<file path="src/design/bdp_pkg.sv">
`default_nettype none
package bdp_pkg;
	// Bus geometry and responses
	localparam int          BDP_ADDR_W   = 16;
	localparam logic [1:0]  RESP_OKAY    = 2'h0;
	localparam logic [1:0]  RESP_SLVERR  = 2'h2;
	// Register byte offsets
	localparam logic [15:0] OFF_CTRL     = 16'h9000;
	localparam logic [15:0] OFF_TX_PTR   = 16'h9008;
	localparam logic [15:0] OFF_RX_PTR   = 16'h900C;
	localparam logic [15:0] OFF_RX_SIZE  = 16'h9010;
	localparam logic [15:0] OFF_STATUS   = 16'h9014;
	localparam logic [15:0] OFF_IRQ_CLR  = 16'h9018;
	localparam logic [15:0] OFF_IRQ_EN   = 16'h901C;
	// Values after reset
	localparam logic [31:0] PTR_RST      = 32'hFFFFFFFF;
	localparam logic [15:0] MAX_RST      = 16'h0000;
	localparam logic [15:0] CAP_RST      = 16'h0000;
	localparam logic [1:0]  CTRL_RST     = 2'h0;
	localparam logic [31:0] IRQ_EN_RST   = 32'h00000000;
	// Field positions
	localparam int          DESC_W       = 26;
	localparam int          CTL_TX_RUN   = 0;
	localparam int          CTL_RX_RUN   = 1;
	localparam int          MAX_LSB      = 0;
	localparam int          CAP_LSB      = 16;
	localparam int          ST_RX_DONE   = 0;
	localparam int          ST_RX_NULL   = 1;
	localparam int          ST_RX_OVER   = 3;
	localparam int          ST_RX_EARLY  = 5;
	localparam int          ST_TX_NULL   = 17;
	localparam logic [31:0] ST_IMPL      = 32'h0002002B;
	localparam logic [15:0] CNT_MAX      = 16'hFFFF;
	// Transmit side events from the engine
	typedef struct packed {
		logic              done;     // Frame handled
		logic [DESC_W-1:0] nextDesc; // Following descriptor address
	} bdp_tx_evt_t;
	// Receive side events from the engine
	typedef struct packed {
		logic              start;        // First byte of a frame
		logic              byteValid;    // One byte received
		logic              lenTypeValid; // Length/type field complete
		logic [15:0]       lenType;      // Length/type value
		logic              stored;       // Frame stored to memory
		logic [DESC_W-1:0] nextDesc;     // Following descriptor address
	} bdp_rx_evt_t;
	// Pointers handed to the engine
	typedef struct packed {
		logic [DESC_W-1:0] tx; // Current transmit descriptor
		logic [DESC_W-1:0] rx; // Current receive descriptor
	} bdp_ptr_t;
endpackage
`default_nettype wire

</file>
<file path="src/design/bdp_desc_regs.sv">
// Register access over AXI4-Lite is this design's own decision.
`timescale 1ns/1ps
`default_nettype none
module bdp_desc_regs
	import bdp_pkg::*;
(
	input  wire logic                  mclk,          // System clock
	input  wire logic                  sys_rst,       // Async reset
	input  wire logic [BDP_ADDR_W-1:0] s_axi_awaddr,  // Write address
	input  wire logic [2:0]            s_axi_awprot,  // Unused protection
	input  wire logic                  s_axi_awvalid, // Write address valid
	output logic                       s_axi_awready, // Write address ready
	input  wire logic [31:0]           s_axi_wdata,   // Write data
	input  wire logic [3:0]            s_axi_wstrb,   // Byte enables
	input  wire logic                  s_axi_wvalid,  // Write data valid
	output logic                       s_axi_wready,  // Write data ready
	output logic [1:0]                 s_axi_bresp,   // Write response
	output logic                       s_axi_bvalid,  // Write response valid
	input  wire logic                  s_axi_bready,  // Write response ready
	input  wire logic [BDP_ADDR_W-1:0] s_axi_araddr,  // Read address
	input  wire logic [2:0]            s_axi_arprot,  // Unused protection
	input  wire logic                  s_axi_arvalid, // Read address valid
	output logic                       s_axi_arready, // Read address ready
	output logic [31:0]                s_axi_rdata,   // Read data
	output logic [1:0]                 s_axi_rresp,   // Read response
	output logic                       s_axi_rvalid,  // Read data valid
	input  wire logic                  s_axi_rready,  // Read data ready
	input  wire bdp_pkg::bdp_tx_evt_t  txEvt,         // Transmit events
	input  wire bdp_pkg::bdp_rx_evt_t  rxEvt,         // Receive events
	output bdp_pkg::bdp_ptr_t          descPtr,       // Descriptor pointers
	output logic                       txRun,         // Transmit DMA enabled
	output logic                       rxRun,         // Receive DMA enabled
	output logic                       rxStoreEnable, // Next byte may be stored
	output logic                       rxOversizeErr, // Oversize error pulse
	output logic                       irq            // Level interrupt
);
	import bdp_pkg::*;

	////////////////////////////////////////////////////////////////////////////
	// Bus slave and register decode

	logic                  wrEn;
	logic [BDP_ADDR_W-1:0] wrAddr;
	logic [31:0]           wrData;
	logic [3:0]            wrStrb;
	logic                  wrOk;
	logic [31:0]           rdData;
	logic                  rdOk;
	logic [31:0]           status;
	logic                  irqInt;

	bdp_axil_slave uSlave (
		.mclk          (mclk),
		.sys_rst       (sys_rst),
		.s_axi_awaddr  (s_axi_awaddr),
		.s_axi_awvalid (s_axi_awvalid),
		.s_axi_awready (s_axi_awready),
		.s_axi_wdata   (s_axi_wdata),
		.s_axi_wstrb   (s_axi_wstrb),
		.s_axi_wvalid  (s_axi_wvalid),
		.s_axi_wready  (s_axi_wready),
		.s_axi_bresp   (s_axi_bresp),
		.s_axi_bvalid  (s_axi_bvalid),
		.s_axi_bready  (s_axi_bready),
		.s_axi_araddr  (s_axi_araddr),
		.s_axi_arvalid (s_axi_arvalid),
		.s_axi_arready (s_axi_arready),
		.s_axi_rdata   (s_axi_rdata),
		.s_axi_rresp   (s_axi_rresp),
		.s_axi_rvalid  (s_axi_rvalid),
		.s_axi_rready  (s_axi_rready),
		.wrEn          (wrEn),
		.wrAddr        (wrAddr),
		.wrData        (wrData),
		.wrStrb        (wrStrb),
		.wrOk          (wrOk),
		.rdData        (rdData),
		.rdOk          (rdOk)
	);

	// Word address match, low two bits ignored
	function automatic logic hit(input logic [BDP_ADDR_W-1:0] a, input logic [15:0] off);
		hit = (a[BDP_ADDR_W-1:2] == off[BDP_ADDR_W-1:2]);
	endfunction

	// Byte lane merge of a write into a word
	function automatic logic [31:0] merge(input logic [31:0] old, input logic [31:0] d,
		input logic [3:0] s);
		logic [31:0] r;
		r = old;
		for (int b = 0; b < 4; b++)
		begin
			if (s[b])
				r[b*8 +: 8] = d[b*8 +: 8];
		end
		merge = r;
	endfunction

	logic wrCtrl;
	logic wrTx;
	logic wrRx;
	logic wrSize;
	logic wrClr;
	logic wrEnReg;

	// Write decode by word address; status takes writes and ignores them
	always_comb
	begin
		wrCtrl  = 1'b0;
		wrTx    = 1'b0;
		wrRx    = 1'b0;
		wrSize  = 1'b0;
		wrClr   = 1'b0;
		wrEnReg = 1'b0;
		wrOk    = 1'b0;
		case (wrAddr[BDP_ADDR_W-1:2])
			OFF_CTRL[BDP_ADDR_W-1:2]:
			begin
				wrCtrl = wrEn;
				wrOk   = 1'b1;
			end
			OFF_TX_PTR[BDP_ADDR_W-1:2]:
			begin
				wrTx = wrEn;
				wrOk = 1'b1;
			end
			OFF_RX_PTR[BDP_ADDR_W-1:2]:
			begin
				wrRx = wrEn;
				wrOk = 1'b1;
			end
			OFF_RX_SIZE[BDP_ADDR_W-1:2]:
			begin
				wrSize = wrEn;
				wrOk   = 1'b1;
			end
			OFF_IRQ_CLR[BDP_ADDR_W-1:2]:
			begin
				wrClr = wrEn;
				wrOk  = 1'b1;
			end
			OFF_IRQ_EN[BDP_ADDR_W-1:2]:
			begin
				wrEnReg = wrEn;
				wrOk    = 1'b1;
			end
			OFF_STATUS[BDP_ADDR_W-1:2]:
				wrOk = 1'b1;
			default:
				wrOk = 1'b0;
		endcase
	end

	////////////////////////////////////////////////////////////////////////////
	// Software registers and descriptor pointers

	logic [1:0]  ctrl_r, ctrl_nxt;
	logic [31:0] txPtr_r, txPtr_nxt;
	logic [31:0] rxPtr_r, rxPtr_nxt;
	logic [15:0] rxMax_r, rxMax_nxt;
	logic [31:0] irqEn_r, irqEn_nxt;
	logic [31:0] sizeWord;
	logic [31:0] ctrlWord;

	assign sizeWord = merge({CAP_RST, rxMax_r}, wrData, wrStrb);
	assign ctrlWord = merge({30'h00000000, ctrl_r}, wrData, wrStrb);

	// Next values; a frame advance beats a software write
	always_comb
	begin
		ctrl_nxt  = ctrl_r;
		txPtr_nxt = txPtr_r;
		rxPtr_nxt = rxPtr_r;
		rxMax_nxt = rxMax_r;
		irqEn_nxt = irqEn_r;
		if (wrCtrl)
			ctrl_nxt = ctrlWord[CTL_RX_RUN:CTL_TX_RUN];
		if (wrTx)
			txPtr_nxt = merge(txPtr_r, wrData, wrStrb);
		if (wrRx)
			rxPtr_nxt = merge(rxPtr_r, wrData, wrStrb);
		if (wrSize)
			rxMax_nxt = sizeWord[MAX_LSB +: 16];
		if (wrEnReg)
			irqEn_nxt = merge(irqEn_r, wrData, wrStrb) & ST_IMPL;
		if (ctrl_r[CTL_TX_RUN] & txEvt.done)
			txPtr_nxt[DESC_W-1:0] = txEvt.nextDesc;
		if (ctrl_r[CTL_RX_RUN] & rxEvt.stored)
			rxPtr_nxt[DESC_W-1:0] = rxEvt.nextDesc;
	end

	// Register storage
	always_ff @(posedge mclk or posedge sys_rst)
	begin
		if (sys_rst)
		begin
			ctrl_r  <= CTRL_RST;
			txPtr_r <= PTR_RST;
			rxPtr_r <= PTR_RST;
			rxMax_r <= MAX_RST;
			irqEn_r <= IRQ_EN_RST;
		end
		else
		begin
			ctrl_r  <= ctrl_nxt;
			txPtr_r <= txPtr_nxt;
			rxPtr_r <= rxPtr_nxt;
			rxMax_r <= rxMax_nxt;
			irqEn_r <= irqEn_nxt;
		end
	end

	////////////////////////////////////////////////////////////////////////////
	// Receive length tracking, early capture and size limit

	logic [15:0] byteCnt_r, byteCnt_nxt;
	logic [15:0] rxCap_r, rxCap_nxt;
	logic        storeEn_r, storeEn_nxt;
	logic        overSeen_r, overSeen_nxt;
	logic        overErr_r, overErr_nxt;
	logic [15:0] cntBase;
	logic [15:0] cntInc;

	// Count restarts on the first byte of a frame
	assign cntBase = rxEvt.start ? 16'h0000 : byteCnt_r;
	assign cntInc  = (cntBase == CNT_MAX) ? cntBase : cntBase + 16'h0001;

	// Byte count, store gate and oversize detection
	always_comb
	begin
		byteCnt_nxt  = cntBase;
		overSeen_nxt = rxEvt.start ? 1'b0 : overSeen_r;
		overErr_nxt  = 1'b0;
		rxCap_nxt    = rxCap_r;
		if (rxEvt.byteValid)
			byteCnt_nxt = cntInc;
		storeEn_nxt = (byteCnt_nxt < rxMax_r);
		if (rxEvt.byteValid & (cntInc > rxMax_r) & ~overSeen_nxt)
		begin
			overSeen_nxt = 1'b1;
			overErr_nxt  = 1'b1;
		end
		if (rxEvt.lenTypeValid)
			rxCap_nxt = rxEvt.lenType;
	end

	// Length tracking registers
	always_ff @(posedge mclk or posedge sys_rst)
	begin
		if (sys_rst)
		begin
			byteCnt_r  <= 16'h0000;
			rxCap_r    <= CAP_RST;
			storeEn_r  <= 1'b0;
			overSeen_r <= 1'b0;
			overErr_r  <= 1'b0;
		end
		else
		begin
			byteCnt_r  <= byteCnt_nxt;
			rxCap_r    <= rxCap_nxt;
			storeEn_r  <= storeEn_nxt;
			overSeen_r <= overSeen_nxt;
			overErr_r  <= overErr_nxt;
		end
	end

	////////////////////////////////////////////////////////////////////////////
	// Status events and interrupt

	logic [31:0] setVec;
	logic [31:0] clrVec;

	// Events into the sticky status bits
	always_comb
	begin
		setVec              = 32'h00000000;
		setVec[ST_RX_DONE]  = ctrl_r[CTL_RX_RUN] & rxEvt.stored;
		setVec[ST_RX_NULL]  = ctrl_r[CTL_RX_RUN] & (rxPtr_r[DESC_W-1:0] == '0);
		setVec[ST_RX_OVER]  = overErr_nxt;
		setVec[ST_RX_EARLY] = rxEvt.lenTypeValid;
		setVec[ST_TX_NULL]  = ctrl_r[CTL_TX_RUN] & (txPtr_r[DESC_W-1:0] == '0);
		clrVec              = wrClr ? merge(32'h00000000, wrData, wrStrb) : 32'h00000000;
	end

	bdp_event_irq #(
		.IMPL (ST_IMPL)
	) uIrq (
		.mclk    (mclk),
		.sys_rst (sys_rst),
		.setVec  (setVec),
		.clrVec  (clrVec),
		.enVec   (irqEn_nxt),
		.status  (status),
		.irq     (irqInt)
	);

	////////////////////////////////////////////////////////////////////////////
	// Read mux

	// Register read data by address; clear register reads zero
	always_comb
	begin
		rdData = 32'h00000000;
		rdOk   = 1'b1;
		if (hit(s_axi_araddr, OFF_CTRL))
			rdData = {30'h00000000, ctrl_r};
		else if (hit(s_axi_araddr, OFF_TX_PTR))
			rdData = txPtr_r;
		else if (hit(s_axi_araddr, OFF_RX_PTR))
			rdData = rxPtr_r;
		else if (hit(s_axi_araddr, OFF_RX_SIZE))
			rdData = {rxCap_r, rxMax_r};
		else if (hit(s_axi_araddr, OFF_STATUS))
			rdData = status;
		else if (hit(s_axi_araddr, OFF_IRQ_EN))
			rdData = irqEn_r;
		else if (!hit(s_axi_araddr, OFF_IRQ_CLR))
			rdOk = 1'b0;
	end

	////////////////////////////////////////////////////////////////////////////
	// Outputs, all from flip-flops

	assign descPtr.tx    = txPtr_r[DESC_W-1:0];
	assign descPtr.rx    = rxPtr_r[DESC_W-1:0];
	assign txRun         = ctrl_r[CTL_TX_RUN];
	assign rxRun         = ctrl_r[CTL_RX_RUN];
	assign rxStoreEnable = storeEn_r;
	assign rxOversizeErr = overErr_r;
	assign irq           = irqInt;
endmodule
`default_nettype wire

</file>
<file path="src/design/bdp_axil_slave.sv">
`timescale 1ns/1ps
`default_nettype none
module bdp_axil_slave
	import bdp_pkg::*;
(
	input  wire logic                  mclk,          // System clock
	input  wire logic                  sys_rst,       // Async reset
	input  wire logic [BDP_ADDR_W-1:0] s_axi_awaddr,  // Write address
	input  wire logic                  s_axi_awvalid, // Write address valid
	output logic                       s_axi_awready, // Write address ready
	input  wire logic [31:0]           s_axi_wdata,   // Write data
	input  wire logic [3:0]            s_axi_wstrb,   // Byte enables
	input  wire logic                  s_axi_wvalid,  // Write data valid
	output logic                       s_axi_wready,  // Write data ready
	output logic [1:0]                 s_axi_bresp,   // Write response
	output logic                       s_axi_bvalid,  // Write response valid
	input  wire logic                  s_axi_bready,  // Write response ready
	input  wire logic [BDP_ADDR_W-1:0] s_axi_araddr,  // Read address
	input  wire logic                  s_axi_arvalid, // Read address valid
	output logic                       s_axi_arready, // Read address ready
	output logic [31:0]                s_axi_rdata,   // Read data
	output logic [1:0]                 s_axi_rresp,   // Read response
	output logic                       s_axi_rvalid,  // Read data valid
	input  wire logic                  s_axi_rready,  // Read data ready
	output logic                       wrEn,          // Register write pulse
	output logic [BDP_ADDR_W-1:0]      wrAddr,        // Register write address
	output logic [31:0]                wrData,        // Register write data
	output logic [3:0]                 wrStrb,        // Register byte enables
	input  wire logic                  wrOk,          // Write address mapped
	input  wire logic [31:0]           rdData,        // Data at araddr
	input  wire logic                  rdOk           // Read address mapped
);
	logic awHeld_r, awHeld_nxt, wHeld_r, wHeld_nxt;
	logic bValid_r, bValid_nxt, rValid_r, rValid_nxt;
	logic [1:0] bResp_r, bResp_nxt, rResp_r, rResp_nxt;
	logic [31:0] rData_r, rData_nxt, wData_r, wData_nxt;
	logic [3:0] wStrb_r, wStrb_nxt;
	logic [BDP_ADDR_W-1:0] awAddr_r, awAddr_nxt;

	assign s_axi_awready = ~awHeld_r;
	assign s_axi_wready  = ~wHeld_r;
	assign s_axi_bvalid  = bValid_r;
	assign s_axi_bresp   = bResp_r;
	assign s_axi_arready = ~rValid_r;
	assign s_axi_rvalid  = rValid_r;
	assign s_axi_rresp   = rResp_r;
	assign s_axi_rdata   = rData_r;
	assign wrAddr        = awAddr_r;
	assign wrData        = wData_r;
	assign wrStrb        = wStrb_r;
	assign wrEn          = awHeld_r & wHeld_r & ~bValid_r;

	// Channel capture, write commit and answers
	always_comb
	begin
		awHeld_nxt = awHeld_r;
		wHeld_nxt  = wHeld_r;
		awAddr_nxt = awAddr_r;
		wData_nxt  = wData_r;
		wStrb_nxt  = wStrb_r;
		bValid_nxt = bValid_r & ~s_axi_bready;
		bResp_nxt  = bResp_r;
		rValid_nxt = rValid_r & ~s_axi_rready;
		rResp_nxt  = rResp_r;
		rData_nxt  = rData_r;
		if (s_axi_awvalid & ~awHeld_r)
		begin
			awHeld_nxt = 1'b1;
			awAddr_nxt = s_axi_awaddr;
		end
		if (s_axi_wvalid & ~wHeld_r)
		begin
			wHeld_nxt = 1'b1;
			wData_nxt = s_axi_wdata;
			wStrb_nxt = s_axi_wstrb;
		end
		if (wrEn)
		begin
			awHeld_nxt = 1'b0;
			wHeld_nxt  = 1'b0;
			bValid_nxt = 1'b1;
			bResp_nxt  = wrOk ? RESP_OKAY : RESP_SLVERR;
		end
		if (s_axi_arvalid & ~rValid_r)
		begin
			rValid_nxt = 1'b1;
			rData_nxt  = rdOk ? rdData : 32'h00000000;
			rResp_nxt  = rdOk ? RESP_OKAY : RESP_SLVERR;
		end
	end

	// Bus state registers
	always_ff @(posedge mclk or posedge sys_rst)
	begin
		if (sys_rst)
		begin
			awHeld_r <= 1'b0;
			wHeld_r  <= 1'b0;
			awAddr_r <= '0;
			wData_r  <= 32'h00000000;
			wStrb_r  <= 4'h0;
			bValid_r <= 1'b0;
			bResp_r  <= RESP_OKAY;
			rValid_r <= 1'b0;
			rResp_r  <= RESP_OKAY;
			rData_r  <= 32'h00000000;
		end
		else
		begin
			awHeld_r <= awHeld_nxt;
			wHeld_r  <= wHeld_nxt;
			awAddr_r <= awAddr_nxt;
			wData_r  <= wData_nxt;
			wStrb_r  <= wStrb_nxt;
			bValid_r <= bValid_nxt;
			bResp_r  <= bResp_nxt;
			rValid_r <= rValid_nxt;
			rResp_r  <= rResp_nxt;
			rData_r  <= rData_nxt;
		end
	end
endmodule
`default_nettype wire

</file>
<file path="src/design/bdp_event_irq.sv">
`timescale 1ns/1ps
`default_nettype none
module bdp_event_irq
	import bdp_pkg::*;
#(
	parameter logic [31:0] IMPL = ST_IMPL // Bits that exist
)(
	input  wire logic        mclk,    // System clock
	input  wire logic        sys_rst, // Async reset
	input  wire logic [31:0] setVec,  // Event pulses
	input  wire logic [31:0] clrVec,  // Clear pulses
	input  wire logic [31:0] enVec,   // Interrupt enables
	output logic [31:0]      status,  // Sticky status
	output logic             irq      // Level interrupt
);
	logic [31:0] stat_r, stat_nxt;
	logic        irq_r, irq_nxt;

	assign status = stat_r;
	assign irq    = irq_r;

	// Sticky bits, a set beats a clear in the same cycle
	genvar i;
	generate
		for (i = 0; i < 32; i++)
		begin : gBit
			assign stat_nxt[i] = IMPL[i] & (setVec[i] | (stat_r[i] & ~clrVec[i]));
		end
	endgenerate

	assign irq_nxt = |(stat_nxt & enVec);

	// Status and interrupt registers
	always_ff @(posedge mclk or posedge sys_rst)
	begin
		if (sys_rst)
		begin
			stat_r <= 32'h00000000;
			irq_r  <= 1'b0;
		end
		else
		begin
			stat_r <= stat_nxt;
			irq_r  <= irq_nxt;
		end
	end
endmodule
`default_nettype wire

</file>
<file path="config.mk">
export PLATFORM = sky130hd
export DESIGN_NAME = bdp_desc_regs
export DESIGN_NICKNAME = d
export VERILOG_FILES = /design/src/design/bdp_pkg.sv /design/src/design/bdp_desc_regs.sv /design/src/design/bdp_axil_slave.sv /design/src/design/bdp_event_irq.sv
export SDC_FILE = /design/constraint.sdc
export NUM_CORES = 1
export LEC_CHECK = 0
export ABC_AREA = 1
export BUFFER_PORTS_ARGS = -buffer_cell sky130_fd_sc_hd__buf_2
export CAP_MARGIN = 20
export CORE_MARGIN = 2
export CORE_UTILIZATION = 50
export CTS_CLUSTER_DIAMETER = 200
export DETAILED_ROUTE_END_ITERATION = 8
export GPL_ROUTABILITY_DRIVEN = 0
export PLACE_DENSITY = 0.73
export SKIP_CTS_REPAIR_TIMING = 1
export SYNTH_ARGS = -nofsm -noshare
export SYNTH_HDL_FRONTEND = slang
export SYNTH_SLANG_ARGS = --single-unit
</file>
<file path="constraint.sdc">
create_clock -name mclk -period 8.7 [get_ports mclk]
set_input_delay 1.74 -clock mclk [delete_from_list [all_inputs] [get_ports mclk]]
set_output_delay 1.74 -clock mclk [all_outputs]
set_load 0.01 [all_outputs]
</file>
==> flow_summary.toml, run 1 <==
[status]
status = "finished clean"

[synthesis]
synth_area_leaders = "dfrtp_1 (34%), dfstp_2 (15%), nand2_1 (9.4%)"
synth.yosys.seq_area_share_pct = 48.5
async_reset_ff_share_pct = 100
synth-edff-count = 0
syn_inst = 1331
yosysTopAreaCellShare_pct = 33.6
synth.distinct_cells = 47
ys.flop_type = "dfrtp_1"
avgSynthCellArea_sq_um = 8.50
ys_ff_latch = 216
synth_top_area_cell = "dfrtp_1"
synth_area_sq_mm = 0.0113
synth_common_cells = "nand2_1 (284), o21ai_0 (155), dfrtp_1 (152), inv_1 (150), nor2_1 (97)"
yosysMostFrequentCell = "nand2_1"
yosysWarningCount = 0

[timing]
timing.clock.skew_ns = 0.0164
tns_ns = 0
fin_crit_ns = 4.67
rsz0062_at_grt = "no"
fin_crit_sh_pct = 53.7
tightestPinTransition_ns = 1.06
relSlewSlack_pct = 28.8
setup_viol = 0
hold_viol_final = 0
max_freq_mhz = 214
slew_violations = 0
timing.hold.ws_ns = 0.475

[floorplan]
fp.dieW_microns = 154
core_sq_mm = 0.0224
io_pins = 252
start_util_pct = 50.5
rows = 55
fp.dieH_microns = 154
die-area_sq_mm = 0.0239

[clocking]
cts_buffers = 23
htreeDepth = 1
tritoncts = "done"
clock_latency_ns = 0.53
clock-sinks = 216
clk_pin_slew_ns = 0.06
cts-root-buf = "clkbuf_16"
clockBufferDepth = 3

[min_path]
hp-class = "register to register"
hold_start = "uSlave.s_axi_rdata[7]"
whs_path_depth = 2
whs_endpoint = "uSlave.s_axi_rdata[7]"

[flow_run]
maxCapViolCount = 0

[cells_and_area]
syn2layout_area_growth_pct = 15.7
nets = 1685
layout-drive-gt1-share_pct = 26.8
fin_util_pct = 58.4
final.fill_count = 2031
final_cells = 1809

[power_and_ir_drop]
switchingPower_mw = 0.831
p_int_mw = 1.97
swShare_pct = 29.6
comb_power_share_pct = 18.1
leakagePower_nw = 6.32
power_density_mw_per_mm2 = 214
power_frac_clock_pct = 36.3
p_seq_share_pct = 45.6
irDropWorstVdd_mv = 0.227

[setup_path]
r2r-end = "uIrq.irq"
worstReg2RegStart = "byteCnt_r[0]"
reg2reg_slack_ns = 5.22
start_kind = "primary input"
reg2reg_depth = 23
end_kind = "register"
required_ns = 9.10
crit_start = "rxEvt[45]"
path_max_fanout = 14
worst-setup-path-type = "primary input to register"
arrival_ns = 5.07

[detailed_routing]
drt_iter0_drc = 755
vias = 9852
totalWireLength_microns = 32300
wl_per_cell_microns = 17.9
route.detailed.drc = 0
drtPass1Iterations = 6
routed_via_density = 5.45
ant_nets = 0

[place]
dp.cells = 1758
hpwl_microns = 24000
port_buffers = 239

[grt]
grt_use_total_pct = 27.0
grt_remaining_overflow = 0
grt_max_degree = 143
grt_pass1_vias = 9539
antenna_found_initial = 7
grt_pass1_wl_microns = 51000
==> layer usage <==
metal	track usage (%)	wire (microns)	up-vias
met3	4.79	2490	72
met4	10.1	1160	2
met1	36.3	13500	4675
met5	0	12	-
li1	-	-	4705
met2	44.2	15100	398
==> power groups by stage <==
stage | clock [mW] | sequential, mW | combinational, mW
2_1_floorplan | 0 | 1.26 | 0.370
3_3_place_gp | 0 | 1.29 | 0.487
3_5_place_dp | 0 | 1.29 | 0.507
4_1_cts | 1.03 | 1.28 | 0.509
5_1_grt | 1.07 | 1.30 | 0.573
6_report | 1.02 | 1.28 | 0.507
==> placed cells by master, fill, tap and decap left out, drive strengths merged, types with 3 or more instances in the layout <==
cell type  count
nand2        287
buf          245
o21ai        164
inv          154
dfrtp        152
nor2         103
a21oi         71
dfstp         64
mux2          37
clkbuf        36
nand3         33
ha            32
o211ai        25
a31oi         22
nor4          21
nor3          16
nand4         12
xor2           9
diode          8
a211oi         6
o22ai          6
bufinv         3
==> state kept, by name, summed over array words and instances, names as in the netlist, 5 cells and up <==
signal,flops
uSlave.s_axi_rdata,32
rxCap_r,16
uSlave.wrAddr,14
uSlave.wrData,32
txPtr_r,32
uIrq.status,5
rxPtr_r,32
irqEn_r,5
byteCnt_r,16
rxMax_r,16
==> logic make-up (layout without fill, tap and decap cells) <==
kind of cell	after synthesis	count (layout)	synth area share [%]
adders and majority gates	32	32	3.54
buffers and inverters	258	442	10.7
AOI/OAI and AO/OA	302	302	14.7
other	1	10	0.0331
and+or+nand+nor	474	474	17.9
xor gates and xnor gates	11	11	0.918
DFF	216	216	48.5
muxes	37	37	3.68
==> worst max-delay path by stage <==
stage	cells after the start	to	slack (ns)
CTS	25	uIrq.irq	4.10
detailed placement	25	uIrq.irq	3.59
global placement	25	uIrq.irq	3.63
global route	25	uIrq.irq	3.72
floorplan	1	byteCnt_r[0]	1.16
finish	25	uIrq.irq	4.03
==> cell type report <==
type | count | area (sq um) | area share [%]
tap | 285 | 357 | 2.72
timing repair buffer | 245 | 1240 | 9.51
inverter | 155 | 594 | 4.54
antenna | 8 | 20.0 | 0.153
clock inverter | 6 | 114 | 0.869
sequential | 216 | 5490 | 41.9
clock buffer | 36 | 654 | 5.00
multi-input combinational | 858 | 4630 | 35.3
==> worst max-delay path, stage by stage <==
cell and delay [ns]:
buf_2 0.19, inv_6 0.16, nand2_4 0.08, inv_1 0.06
ha_1 0.15, nand2_1 0.08, nor2_1 0.14, nand3_1 0.23
nor2_4 0.28, nor2_4 0.07, nand3_2 0.10, nor2_4 0.05
nand2_2 0.09, xor2_1 0.20, ha_1 0.27, nand2_1 0.09
nor2_1 0.05, a211oi_1 0.18, o21ai_0 0.11, nor3_1 0.28
nand2_1 0.09, nand2_1 0.12, o21ai_0 0.11, nand2_1 0.08
nand2_1 0.05
==> per-stage QoR <==
step	total power, mW	instance area [sq um]	worst slack (ns)
2_1_floorplan	1.63	11300	1.16
3_3_place_gp	1.77	12300	3.63
3_5_place_dp	1.80	12300	3.59
4_1_cts	2.81	13100	4.10
5_1_grt	2.94	13100	3.72
6_report	2.80	13100	4.03
No activity file was read; power rests on OpenSTA's default activity.
==> run 2, diff against run 1 <==
==> constraint.sdc (replaced) <==
create_clock -name mclk -period 4.73 [get_ports mclk]
set_input_delay 0.946 -clock mclk [delete_from_list [all_inputs] [get_ports mclk]]
set_output_delay 0.946 -clock mclk [all_outputs]
set_load 0.01 [all_outputs]
==> flow_summary.toml, run 2 (synthesis results as in run 1) <==
[status]
status = "finished clean"

[timing]
fin_crit_sh_pct = 80.6
tns_ns = 0
hold_viol_final = 0
tightestPinTransition_ns = 1.01
rsz0062_at_grt = "no"
setup_viol = 0
relSlewSlack_pct = 32.7
slew_violations = 0
timing.clock.skew_ns = 0.00903
max_freq_mhz = 262
fin_crit_ns = 3.81

[clocking]
clock-sinks = 216
clk_pin_slew_ns = 0.06
clockBufferDepth = 3
cts_buffers = 24
tritoncts = "done"
htreeDepth = 1
cts-root-buf = "clkbuf_16"
clock_latency_ns = 0.52

[grt]
grt_max_degree = 157
antenna_found_initial = 7
grt_remaining_overflow = 0
grt_use_total_pct = 27.2
grt_pass1_wl_microns = 51400
grt_pass1_vias = 9717

[floorplan]
core_sq_mm = 0.0224
start_util_pct = 50.5
io_pins = 252
fp.dieH_microns = 154
die-area_sq_mm = 0.0239
fp.dieW_microns = 154
rows = 55

[detailed_routing]
drt_iter0_drc = 726
wl_per_cell_microns = 17.9
totalWireLength_microns = 32500
ant_nets = 0
routed_via_density = 5.50
vias = 9974
drtPass1Iterations = 5
route.detailed.drc = 0

[setup_path]
path_max_fanout = 14
reg2reg_slack_ns = 1.31
worst-setup-path-type = "primary input to register"
arrival_ns = 4.21
required_ns = 5.13
worstReg2RegStart = "byteCnt_r[0]"
setup.worst_path.end = "uIrq.irq"
reg2reg_depth = 23
r2r-end = "uIrq.irq"
start_kind = "primary input"
crit_start = "rxEvt[45]"
end_kind = "register"

[cells_and_area]
final.fill_count = 1997
final_cell_mix = "nand2_1 (282), buf_2 (239), o21ai_0 (155)"
syn2layout_area_growth_pct = 16.0
seq_area_sq_mm = 0.00549
nets = 1688
layout-drive-gt1-share_pct = 27.2
multiInputGateArea_sq_mm = 0.00463
final_common_cell = "nand2_1"

[place]
port_buffers = 239
hpwl_microns = 24100

[power_and_ir_drop]
irDropWorstVdd_mv = 0.342
leakagePower_nw = 6.35
p_total_mw = 5.13
power_density_mw_per_mm2 = 391

[min_path]
hold_start = "uSlave.s_axi_rdata[15]"
hp-class = "register to register"
whs_path_depth = 2

[flow_run]
maxCapViolCount = 0
## run 2: metrics by stage
step / std cells / hold WS, ns / util [%] / cell area, sq um / setup WS, ns
2_1_floorplan: 1332 / 0.463 / - / 11300 / 1.02
3_3_place_gp: 1758 / 0.458 / 54.9 / 12300 / 0.545
3_5_place_dp: 1759 / 0.467 / 54.9 / 12300 / 0.480
4_1_cts: 1803 / 0.483 / 58.4 / 13100 / 0.965
5_1_grt: 1811 / 0.502 / 58.5 / 13100 / 0.495
6_report: 1812 / 0.481 / 58.5 / 13100 / 0.920
## run 2: cell type report
type | instances | share of cell area (%)
tap | 285 | 2.72
antenna | 7 | 0.133
clock buffer | 33 | 5.14
multi-input combinational | 858 | 35.2
clock inverter | 11 | 0.819
inverter | 155 | 4.50
timing repair buffer | 247 | 9.69
sequential | 216 | 41.8
## run 2: metal layers
layer  global-route usage [%]  routed length [microns]  part of all wire [%]
met4                     11.7                     1410                   4.3
met2                     44.5                    15000                    46
met1                     36.5                    13600                    42
met3                     3.73                     2440                   7.5
met5                        0                        7                 0.022
## run 2: worst min-delay path by stage
stage,to,slack (ns)
after floorplan,txPtr_r[26],0.46
after global placement,uSlave.s_axi_bresp[1],0.46
after global routing,uSlave.s_axi_rdata[15],0.50
after CTS,uSlave.s_axi_bresp[1],0.48
after detailed placement,uSlave.s_axi_bresp[1],0.47
final,uSlave.s_axi_rdata[15],0.48
## run 2: where the power goes
group / switching [mW] / internal, mW
Combinational: 0.561 / 0.363
Sequential: 0.207 / 2.15
Clock: 0.740 / 1.11
## run 2: worst max-delay path: stages
cell and delay [ns]:
buf_2 0.20, inv_6 0.16, nand2_4 0.08, inv_1 0.06, ha_1 0.15, nand2_1 0.07
nor2_1 0.12, nand3_1 0.20, nor2_4 0.27, nor2_4 0.07, nand3_2 0.10, nor2_4 0.05
nand2_2 0.09, xor2_1 0.22, ha_1 0.29, nand2_1 0.10, nor2_1 0.05, a211oi_1 0.20
o21ai_0 0.12, nor3_1 0.22, nand2_1 0.09, nand2_1 0.11, o21ai_0 0.12, nand2_1 0.08
nand2_1 0.04
